**src/common/aow_pkg.sv**
```systemverilog
// package: constants and types of the analog output waveform engine
package aow_pkg;

  // ----------------------------------------------------------------
  // sizes
  // ----------------------------------------------------------------
  localparam int FIFO_DEPTH = 16;
  localparam int PTR_W      = 4;
  localparam int LVL_W      = 5;

  // ----------------------------------------------------------------
  // register offsets
  // ----------------------------------------------------------------
  localparam logic [7:0] OFF_CTRL   = 8'h00;
  localparam logic [7:0] OFF_CMD    = 8'h04;
  localparam logic [7:0] OFF_DIV    = 8'h08;
  localparam logic [7:0] OFF_DELAY  = 8'h0C;
  localparam logic [7:0] OFF_COUNT  = 8'h10;
  localparam logic [7:0] OFF_DATA   = 8'h14;
  localparam logic [7:0] OFF_STATUS = 8'h18;
  localparam logic [7:0] OFF_DONE   = 8'h1C;

  // ----------------------------------------------------------------
  // bit positions and reset values
  // ----------------------------------------------------------------
  localparam int CMD_START  = 0;
  localparam int CMD_STOP   = 1;
  localparam int CMD_SWUPD  = 2;
  localparam int ST_RUN     = 0;
  localparam int ST_UNDER   = 1;
  localparam int ST_EMPTY   = 2;
  localparam int ST_FULL    = 3;
  localparam int ST_ARMED   = 4;
  localparam int ST_LVL_LSB = 8;

  localparam logic [15:0] DIV_RST   = 16'h0014;
  localparam logic [15:0] DELAY_RST = 16'h0002;
  localparam logic [15:0] COUNT_RST = 16'h0000;

  // ----------------------------------------------------------------
  // types
  // ----------------------------------------------------------------
  typedef enum logic [1:0] {
    MODE_FINITE     = 2'b00,
    MODE_REGEN      = 2'b01,
    MODE_FIFO_REGEN = 2'b10,
    MODE_NONREGEN   = 2'b11
  } aow_mode_t;

  typedef enum logic [1:0] {
    ST_IDLE  = 2'b00,
    ST_ARM   = 2'b01,
    ST_DELAY = 2'b10,
    ST_GEN   = 2'b11
  } aow_state_t;

  // control register layout, bit 0 at the bottom
  typedef struct packed {
    logic [11:0] pad;
    logic        dma_en;
    logic        fn6_out;
    logic [3:0]  pause_sel;
    logic        pause_pol;
    logic        pause_analog;
    logic        pause_en;
    logic [3:0]  trig_sel;
    logic        trig_fall;
    logic        trig_analog;
    logic        trig_en;
    logic        ext_clk;
    aow_mode_t   mode;
    logic        hw_timed;
  } aow_ctrl_t;

  typedef struct packed {
    logic [15:0] output_channel_one;
    logic [15:0] output_channel_zero;
  } aow_sample_t;

endpackage : aow_pkg

```
**src/design/aow_engine.sv**
```systemverilog
// analog output waveform engine with apb register access
//
// The placing of the registers and register access over APB were left to the implementer.
`timescale 1ns/1ps
module aow_engine (
  input  wire logic               pclk,
  input  wire logic               presetn,
  input  wire logic               psel,
  input  wire logic               penable,
  input  wire logic               pwrite,
  input  wire logic [7:0]         paddr,
  input  wire logic [31:0]        pwdata,
  output logic      [31:0]        prdata,
  output logic                    pready,
  output logic                    pslverr,
  input  wire logic [7:0]         programmable_function_line_in,
  input  wire logic [6:0]         system_integration_bus_line,
  input  wire logic               internal_trigger,
  input  wire logic               analog_compare_event,
  input  wire logic               ext_sample_clock_in,
  output logic                    start_trigger_function_pin_o,
  output logic                    start_trigger_function_pin_oe,
  output logic                    output_sample_clock,
  output aow_pkg::aow_sample_t    dac_out,
  output logic                    dma_request,
  output logic                    generation_running
);

  // ----------------------------------------------------------------
  // state
  // ----------------------------------------------------------------
  typedef struct packed {
    aow_pkg::aow_ctrl_t                           ctrl;
    logic [15:0]                                  div;
    logic [15:0]                                  delay;
    logic [15:0]                                  count;
    aow_pkg::aow_state_t                          fsm;
    logic [15:0]                                  tcnt;
    logic [15:0]                                  done;
    aow_pkg::aow_sample_t [aow_pkg::FIFO_DEPTH-1:0] mem;
    logic [aow_pkg::PTR_W-1:0]                    rd;
    logic [aow_pkg::PTR_W-1:0]                    wr;
    logic [aow_pkg::LVL_W-1:0]                    lvl;
    logic                                         under;
    logic                                         lock;
    aow_pkg::aow_sample_t                         out;
    logic                                         upd;
    logic                                         trg_pls;
    logic                                         trig_prev;
    logic                                         ana_prev;
    logic                                         ext_prev;
    logic [31:0]                                  rdata;
  } aow_regs_t;

  aow_regs_t r;
  aow_regs_t next_r;

  logic [15:0] src;
  logic        wr_acc;
  logic        rd_setup;
  logic        a_ctrl;
  logic        a_cmd;
  logic        a_div;
  logic        a_dly;
  logic        a_cnt;
  logic        a_data;
  logic        a_stat;
  logic        a_done;
  logic        mapped;
  logic        full;
  logic        refuse;
  logic        trig_lvl;
  logic        trig_edge;
  logic        paused;
  logic        fire;
  logic        tick;
  logic        pop;
  logic        push;
  logic        take;
  logic [15:0] divm1;

  // ----------------------------------------------------------------
  // address decode and source selection
  // ----------------------------------------------------------------
  always_comb begin
    a_ctrl = 1'b0;
    a_cmd  = 1'b0;
    a_div  = 1'b0;
    a_dly  = 1'b0;
    a_cnt  = 1'b0;
    a_data = 1'b0;
    a_stat = 1'b0;
    a_done = 1'b0;
    if (paddr == aow_pkg::OFF_CTRL) begin
      a_ctrl = 1'b1;
    end else if (paddr == aow_pkg::OFF_CMD) begin
      a_cmd = 1'b1;
    end else if (paddr == aow_pkg::OFF_DIV) begin
      a_div = 1'b1;
    end else if (paddr == aow_pkg::OFF_DELAY) begin
      a_dly = 1'b1;
    end else if (paddr == aow_pkg::OFF_COUNT) begin
      a_cnt = 1'b1;
    end else if (paddr == aow_pkg::OFF_DATA) begin
      a_data = 1'b1;
    end else if (paddr == aow_pkg::OFF_STATUS) begin
      a_stat = 1'b1;
    end else if (paddr == aow_pkg::OFF_DONE) begin
      a_done = 1'b1;
    end
  end

  assign mapped   = a_ctrl | a_cmd | a_div | a_dly | a_cnt | a_data
                  | a_stat | a_done;
  assign wr_acc   = psel & penable & pwrite;
  assign rd_setup = psel & ~penable & ~pwrite;
  assign full     = r.lvl == aow_pkg::LVL_W'(aow_pkg::FIFO_DEPTH);
  // loaded FIFO-regeneration waveform is frozen
  assign refuse   = a_data & (r.lock | full);
  assign pready   = 1'b1;
  assign pslverr  = psel & penable & (~mapped | (pwrite & refuse));

  // function lines 0..7, bus lines 0..6, one internal signal
  assign src = {internal_trigger, system_integration_bus_line,
                programmable_function_line_in};
  assign trig_lvl  = src[r.ctrl.trig_sel];
  assign trig_edge = r.ctrl.trig_analog
                   ? (analog_compare_event & ~r.ana_prev)
                   : (r.ctrl.trig_fall ? (~trig_lvl & r.trig_prev)
                                       : (trig_lvl & ~r.trig_prev));
  assign paused = r.ctrl.pause_en & (r.ctrl.pause_analog
                ? analog_compare_event
                : (src[r.ctrl.pause_sel] == r.ctrl.pause_pol));
  assign divm1  = (r.div == 16'h0000) ? 16'h0000 : r.div - 16'h0001;

  // ----------------------------------------------------------------
  // next state
  // ----------------------------------------------------------------
  always_comb begin
    next_r           = r;
    next_r.upd       = 1'b0;
    next_r.trg_pls   = 1'b0;
    next_r.trig_prev = trig_lvl;
    next_r.ana_prev  = analog_compare_event;
    next_r.ext_prev  = ext_sample_clock_in;
    fire             = 1'b0;
    tick             = 1'b0;

    // register writes
    if (wr_acc) begin
      if (a_ctrl) begin
        next_r.ctrl = aow_pkg::aow_ctrl_t'(pwdata);
        next_r.ctrl.pad = 12'h000;
      end else if (a_div) begin
        next_r.div = pwdata[15:0];
      end else if (a_dly) begin
        next_r.delay = pwdata[15:0];
      end else if (a_cnt) begin
        next_r.count = pwdata[15:0];
      end else if (a_stat && pwdata[aow_pkg::ST_UNDER]) begin
        next_r.under = 1'b0;
      end
    end

    // sequencing
    case (r.fsm)
      aow_pkg::ST_ARM: begin
        fire = trig_edge;
      end
      aow_pkg::ST_DELAY: begin
        if (r.tcnt == 16'h0000) begin
          tick        = 1'b1;
          next_r.fsm  = aow_pkg::ST_GEN;
          next_r.tcnt = divm1;
        end else begin
          next_r.tcnt = r.tcnt - 16'h0001;
        end
      end
      aow_pkg::ST_GEN: begin
        if (r.ctrl.ext_clk) begin
          tick = ext_sample_clock_in & ~r.ext_prev;
        end else if (r.tcnt == 16'h0000) begin
          tick        = 1'b1;
          next_r.tcnt = divm1;
        end else begin
          next_r.tcnt = r.tcnt - 16'h0001;
        end
      end
      default: begin
      end
    endcase

    if (wr_acc && a_cmd && pwdata[aow_pkg::CMD_START]
        && r.fsm == aow_pkg::ST_IDLE && r.ctrl.hw_timed) begin
      next_r.done = 16'h0000;
      if (r.ctrl.trig_en) begin
        next_r.fsm = aow_pkg::ST_ARM;
      end else begin
        fire = 1'b1;
      end
    end

    if (fire) begin
      next_r.trg_pls = 1'b1;
      next_r.lock    = r.ctrl.mode == aow_pkg::MODE_FIFO_REGEN;
      if (r.ctrl.ext_clk) begin
        next_r.fsm = aow_pkg::ST_GEN;
      end else begin
        next_r.fsm  = aow_pkg::ST_DELAY;
        next_r.tcnt = (r.delay == 16'h0000) ? 16'h0000
                    : r.delay - 16'h0001;
      end
    end

    // masked sample clocks are dropped whole
    pop = (tick & ~paused)
        | (wr_acc & a_cmd & pwdata[aow_pkg::CMD_SWUPD]
           & ~r.ctrl.hw_timed);
    push = wr_acc & a_data & ~refuse;
    take = pop & (r.lvl != '0);

    if (push) begin
      next_r.mem[r.wr] = aow_pkg::aow_sample_t'(pwdata);
      next_r.wr        = r.wr + 1'b1;
    end

    if (take) begin
      next_r.out = r.mem[r.rd];
      next_r.upd = 1'b1;
      next_r.rd  = r.rd + 1'b1;
      if (r.lock) begin
        // replayed sample goes back to the tail
        next_r.mem[r.wr] = r.mem[r.rd];
        next_r.wr        = r.wr + 1'b1;
      end
      if (r.ctrl.hw_timed && r.ctrl.mode == aow_pkg::MODE_FINITE) begin
        next_r.done = r.done + 16'h0001;
        if (r.done + 16'h0001 >= r.count) begin
          next_r.fsm = aow_pkg::ST_IDLE;
        end
      end
    end else if (pop && r.ctrl.mode == aow_pkg::MODE_NONREGEN) begin
      next_r.under = 1'b1;
    end

    if (push && !(take && !r.lock)) begin
      next_r.lvl = r.lvl + 1'b1;
    end else if (!push && take && !r.lock) begin
      next_r.lvl = r.lvl - 1'b1;
    end

    // continuous modes only end here
    if (wr_acc && a_cmd && pwdata[aow_pkg::CMD_STOP]) begin
      next_r.fsm = aow_pkg::ST_IDLE;
    end
    if (next_r.fsm == aow_pkg::ST_IDLE) begin
      next_r.lock = 1'b0;
    end

    // read data captured in the setup phase
    if (rd_setup) begin
      next_r.rdata = 32'h0000_0000;
      if (a_ctrl) begin
        next_r.rdata = r.ctrl;
      end else if (a_div) begin
        next_r.rdata[15:0] = r.div;
      end else if (a_dly) begin
        next_r.rdata[15:0] = r.delay;
      end else if (a_cnt) begin
        next_r.rdata[15:0] = r.count;
      end else if (a_stat) begin
        next_r.rdata[aow_pkg::ST_RUN]   = r.fsm == aow_pkg::ST_DELAY
                                        || r.fsm == aow_pkg::ST_GEN;
        next_r.rdata[aow_pkg::ST_UNDER] = r.under;
        next_r.rdata[aow_pkg::ST_EMPTY] = r.lvl == '0;
        next_r.rdata[aow_pkg::ST_FULL]  = full;
        next_r.rdata[aow_pkg::ST_ARMED] = r.fsm == aow_pkg::ST_ARM;
        next_r.rdata[aow_pkg::ST_LVL_LSB +: aow_pkg::LVL_W] = r.lvl;
      end else if (a_done) begin
        next_r.rdata[15:0] = r.done;
      end
    end
  end

  // ----------------------------------------------------------------
  // registers
  // ----------------------------------------------------------------
  always_ff @(posedge pclk or negedge presetn) begin
    if (!presetn) begin
      r       <= '0;
      r.div   <= aow_pkg::DIV_RST;
      r.delay <= aow_pkg::DELAY_RST;
      r.count <= aow_pkg::COUNT_RST;
    end else begin
      r <= next_r;
    end
  end

  // ----------------------------------------------------------------
  // outputs
  // ----------------------------------------------------------------
  assign prdata                        = r.rdata;
  assign dac_out                       = r.out;
  assign output_sample_clock           = r.upd;
  assign start_trigger_function_pin_o  = r.trg_pls;
  assign start_trigger_function_pin_oe = r.ctrl.fn6_out;
  assign generation_running            = r.fsm != aow_pkg::ST_IDLE;
  // host refill requests, silent once a frozen waveform runs
  assign dma_request = r.ctrl.dma_en & ~r.lock & ~full;

endmodule : aow_engine

```
**config.mk**
```make
export PLATFORM = sky130hd
export DESIGN_NAME = aow_engine
export DESIGN_NICKNAME = d
export VERILOG_FILES = /design/src/common/aow_pkg.sv /design/src/design/aow_engine.sv
export SDC_FILE = /design/constraint.sdc
export NUM_CORES = 2
export LEC_CHECK = 0
export BUFFER_PORTS_ARGS = -buffer_cell sky130_fd_sc_hd__buf_2
export CAP_MARGIN = 40
export CORE_UTILIZATION = 63
export CTS_BUF_LIST = sky130_fd_sc_hd__clkbuf_4
export CTS_CLUSTER_DIAMETER = 150
export CTS_CLUSTER_SIZE = 40
export DETAILED_ROUTE_END_ITERATION = 8
export HOLD_SLACK_MARGIN = 0.06
export PLACE_DENSITY = 0.81
export SLEW_MARGIN = 40
export SYNTH_ARGS = -nofsm -noshare
export SYNTH_HDL_FRONTEND = slang
export SYNTH_SLANG_ARGS = --single-unit
```
**constraint.sdc**
```tcl
create_clock -name pclk -period 6.5 [get_ports pclk]
set_clock_uncertainty 0.2 [all_clocks]
set_input_delay 0.975 -clock pclk [delete_from_list [all_inputs] [get_ports pclk]]
set_output_delay 0.975 -clock pclk [all_outputs]
set_load 0.01 [all_outputs]
```
# Word level (Yosys, flattened, before mapping)
# Index checks and enable logic that the tools add are counted.
[word_totals]
out_inout_bits = 71
word_cells = 273
inputBits = 63
register_bits = 698
[op_classes]
reduce_logical = 33
muxes = 102
add_sub_neg = 8
bitwise = 46
n_lt_le_gt_ge = 6
n_eq_ne = 14
[ops]
columns = ["cell", "n"]
rows = [
  ["bitwise mux 512 bit", 2],
  ["two-way mux 512 bit", 2],
  ["two-way mux 536 bit", 1],
  ["two-way mux 16 bit", 12],
  ["binary-select mux 32 bit (select 4 bit)", 1],
  ["demux 32 bit (select 4 bit)", 1],
  ["two-way mux 32 bit", 2],
  ["two-way mux 1 bit", 59],
  ["logical NOT 16 bit", 3],
  ["subtractor 16 x 1 -> 16 bit, second input constant", 3],
  ["== test 8 x 5 -> 1 bit, second input constant", 4],
  ["case mux 16 bit (2 select lines)", 1],
  ["bitwise AND 1 bit", 21],
  ["< comparator 4 x 5 -> 1 bit, second input constant", 4],
  ["two-way mux 5 bit", 4],
  ["two-way mux 18 bit", 1],
  ["adder 16 x 1 -> 16 bit, second input constant", 1],
  ["== test 8 x 4 -> 1 bit, second input constant", 2],
  ["greater-or-equal comparator 16 bit", 1],
  ["two-way mux 2 bit", 8],
  ["NOT 1 bit", 15],
  ["logical AND 1 bit", 13],
  ["two-way mux 4 bit", 3],
  ["OR 1 bit", 10],
  ["23 further kinds", 35],
]

# Logic depth before layout (Yosys ltp)
[depth]
ltp_word = 17
mapped_depth = 14
ltp_nobuf = 14

# Worst setup path before layout
# Ideal clock, no wire load.
[synth_path]
kind = "input -> register"
startpoint = "input port paddr[5]"
endpoint = "register r[75] (netlist bit)"
path_buffers = 1
required_ns = 6.221
cell_stages = 11
setup_ns = 0.079
t_arrival_ns = 3.730
slack_ns = 2.491
path_cell_list = "nor4_1 -> nand3_1 -> and2_1 -> buf_2 -> o31ai_1 -> ha_1 -> a21o_1 -> a21oi_1 -> nor3b_1 -> o2bb2ai_1 -> xor2_1"
[synth_between]
elab_chain_cells = 14
elab_cells_between_ends = 31
cone_classes = "eq/ne (5); mux (9); bitwise (9); reduce/logical (8)"
[synth_rtl]
columns = ["element", "line_no", "rtl"]
rows = [
  ["start, declared", "aow_engine.sv:11", "input wire logic [7:0] paddr,"],
  ["== test 8 x 5 -> 1 bit", "aow_engine.sv:104", "end else if (paddr == aow_pkg::OFF_DATA) begin"],
  ["two-way mux 1 bit", "aow_engine.sv:104", ""],
  ["two-way mux 1 bit", "aow_engine.sv:102", "end else if (paddr == aow_pkg::OFF_COUNT) begin"],
  ["two-way mux 1 bit", "aow_engine.sv:100", "end else if (paddr == aow_pkg::OFF_DELAY) begin"],
  ["two-way mux 1 bit", "aow_engine.sv:98", "end else if (paddr == aow_pkg::OFF_DIV) begin"],
  ["two-way mux 1 bit", "aow_engine.sv:96", "end else if (paddr == aow_pkg::OFF_CMD) begin"],
  ["two-way mux 1 bit", "aow_engine.sv:94", "if (paddr == aow_pkg::OFF_CTRL) begin"],
  ["bitwise AND 1 bit", "aow_engine.sv:119", "assign refuse = a_data & (r.lock | full);"],
  ["NOT 1 bit", "aow_engine.sv:219", "push = wr_acc & a_data & ~refuse;"],
  ["bitwise AND 1 bit", "aow_engine.sv:219", ""],
  ["logical NOT 1 bit", "aow_engine.sv:248", "end else if (!push && take && !r.lock) begin"],
  ["logical AND 1 bit (2 in a row)", "aow_engine.sv:248", ""],
  ["nonzero test 2 bit (no line)", "--", ""],
  ["end signal, assigned", "aow_engine.sv:295", "r <= next_r;"],
  ["end, declared", "aow_engine.sv:55", "aow_regs_t r;"],
]
# Parallel ways exist; a longest one is shown, timed or not.
# A chain may end at the register's enable or synchronous reset.

==> metrics.txt <==
Post-Syn Area=0.0388 mm^2; sequential fraction of the synthesis area=0.442; Die Span Y=250 um; Worst EP required=7210 ps; Worst Tran Pin Value=928 ps; Slew headroom=0.382; Remaining Overflow, GRT=0; clock tree sinks=686; WS Path Type=flip-flop to flip-flop; hold_ws=134 ps; CTS tree=built; Yosys Warn Count=0; clk slew on worst S/H paths=420 ps; fin cells=4410; Final Slew Violations=0; Post-CTS Setup Repair Bufs=0; unrepaired setup endpoints after global routing=no; crit-path cells=mux2i_1 > mux4_2 > mux2i_1 > or4_1 > nand3_4 > nor2_4 > buf_12 > mux2i_1; Pleak=18.7 nW; drt drc=0; top-count cell post-synth=dfrtp_1; share of the synthesized area in the top cell type=0.440; share of layout cells above drive strength 1=0.279; Synth area leaders=dfrtp_1 (44%), mux2_2 (17%), a21oi_1 (7.1%); CP startpoint kind=flip-flop; Core Rows=90; worst min path class=input pin to flip-flop; core area=0.0606 mm^2; final worst slack=2060 ps; cells after synthesis=3745; drt total wl=107 mm; max_cap viols=0; DR top layer=met5; Ports=134; Netlist cell types=66; metal2 WL=50.0 mm; crit path buf inv count=1; status=complete, no violations; async set or reset register ratio after synthesis=1.00; Worst Setup Slack post-DPL=1770 ps; CTS max path bufs=3; clock latency reported for the late side of the worst-skew pair=1060 ps; Final period util=0.683; routed vias/inst=6.70; nets@finish=3695; clock root cell=clkbuf_4; Peak VDD IR=0.237 mV; die area=0.0626 mm^2; CP max FO=29; via count=29557; flops & latches, synth=686; final hold vios=0; filler instances=4669; Max Clock Freq=0.225 GHz; area grow syn2layout=3.35%; cell taking the most area after synthesis=dfrtp_1; drt first pass iters=9; Period minus WS final=4440 ps; Post-synth EDFFs=0; pin count of the biggest net entering global routing=130; # setup viols final=0; hold_buf cts=3; Synth top cells by count=dfrtp_1 (683), mux2_2 (595), a21oi_1 (552); Initial Util=0.641; Detail Placement HPWL=66.7 mm; Initial DRC Count=3386; cts repair resizes=0; routed wire length per instance=24.3 um; fin util=0.663; Crit path largest cell delay=810 ps; TritonCTS Buffers=21; crit path max-delay cell type=nor2_4; syn avg cell area=10.4 um^2; die width=250 um; crit end category=flip-flop; H-tree Lvls=1; Arr. time, crit path=5150 ps; All-Layer GR Usage=0.338; Placed Cells=4355; met3 wire length=8.75 mm; Fin Setup TNS=0 ps; first-pass GRT wire length=166 mm; ANT nets after route=0; vias in the first global route=28601; CP top delay family=simple AND/OR/NAND/NOR gates; wire length on met1=44.1 mm; Synth Flop Type=dfrtp_1; antenna violations before repair=7; Power Density=158 mW/mm^2; port bufs=120; GPL Wtd Cong=0.936; crit-path most repeated cell=mux2i_1
-- final timing paths --
check                                        from                      to  slack (ps)  cells after the start
max                            r[692]$_DFFE_PN0P_        r[100]$_DFF_PN0_        2060                      8
min                                    pwdata[31]        r[115]$_DFF_PN0_         130                      3
max reg2reg                    r[692]$_DFFE_PN0P_        r[100]$_DFF_PN0_        2060                      8
min reg2reg                dac_out[0]$_DFFE_PN0N_  dac_out[0]$_DFFE_PN0N_         330                      2
max in group asynchronous                 presetn        r[528]$_DFF_PN0_        4540                      3
min in group asynchronous                 presetn         r[34]$_DFF_PN0_         230                      2
-- area by class of cell --
type | count | area (um^2) | area share
Multi-Input combinational cell | 2639 | 20000 | 0.498
Timing Repair Buffer | 221 | 1530 | 0.0381
Clock inverter | 4 | 45.0 | 0.00112
Inverter | 34 | 128 | 0.00318
Clock buffer | 34 | 255 | 0.00636
Antenna cell | 10 | 25.0 | 0.000623
Tap cell | 782 | 978 | 0.0244
Sequential cell | 686 | 17200 | 0.428
-- cell families after synthesis --
| kind of cell | Yosys count | synth area share |
|---|---|---|
| fa+ha+maj | 29 | 0.00954 |
| simple gates | 870 | 0.100 |
| buf+inv | 431 | 0.0560 |
| compound gates | 849 | 0.125 |
| xor+xnor | 35 | 0.00789 |
| other cells | 2 | 0.000193 |
| mux | 843 | 0.259 |
| flops | 686 | 0.442 |
-- tightest hold or removal path, cell delays in order --
cell     delay (ps)
buf_2           200
mux2i_1         160
mux2i_1          90
-- placed cells by master (no fill, tap or decap), types with 7 or more instances in the layout --
master and count:
a211oi_1 13, a21o_1 18, a21oi_1 552, a221oi_1 52
a221oi_2 18, a22oi_1 8, a31oi_1 13, and2_1 11
and3_1 13, buf_12 11, buf_2 119, buf_4 80
clkbuf_4 34, conb_1 13, dfrtp_1 679, diode_2 10
ha_1 28, inv_1 34, mux2_2 595, mux2i_1 176
mux4_2 71, nand2_1 123, nand2b_1 17, nand3_1 34
nand3_2 7, nand3_4 12, nand4_1 24, nor2_1 531
nor2b_1 7, nor3_1 17, nor3_4 15, nor4_1 12
o21a_1 34, o21ai_0 104, or3_1 7, xnor2_1 19
xor2_1 16
-- sequential cells by signal, summed over array words and instances (netlist names) --
| register | cells |
|---|---|
| start_trigger_function_pin_oe | 1 |
| dac_out | 32 |
| prdata | 20 |
| r | 631 |
| output_sample_clock | 1 |
| start_trigger_function_pin_o | 1 |
-- metal layers --
layer	up-vias	GRT usage
met3	290	0.0424
li1	13025	-
met4	4	0.131
met2	1474	0.546
met1	14764	0.468
met5	-	0
-- stage by stage --
step,total power [W],instance area (um^2)
after global routing,0.00656,40100
after detailed placement,0.00488,39700
after CTS,0.00636,40000
after global placement,0.00487,39500
after floorplan,0.00469,38900
final,0.00636,40100
-- power by group --
part           switching (W)  total, W  internal, W
clock                0.00128   0.00153     0.000250
combinational       0.000291  0.000416     0.000125
sequential         0.0000620   0.00441      0.00435
Note: power is estimated with default switching activity, not from simulation.
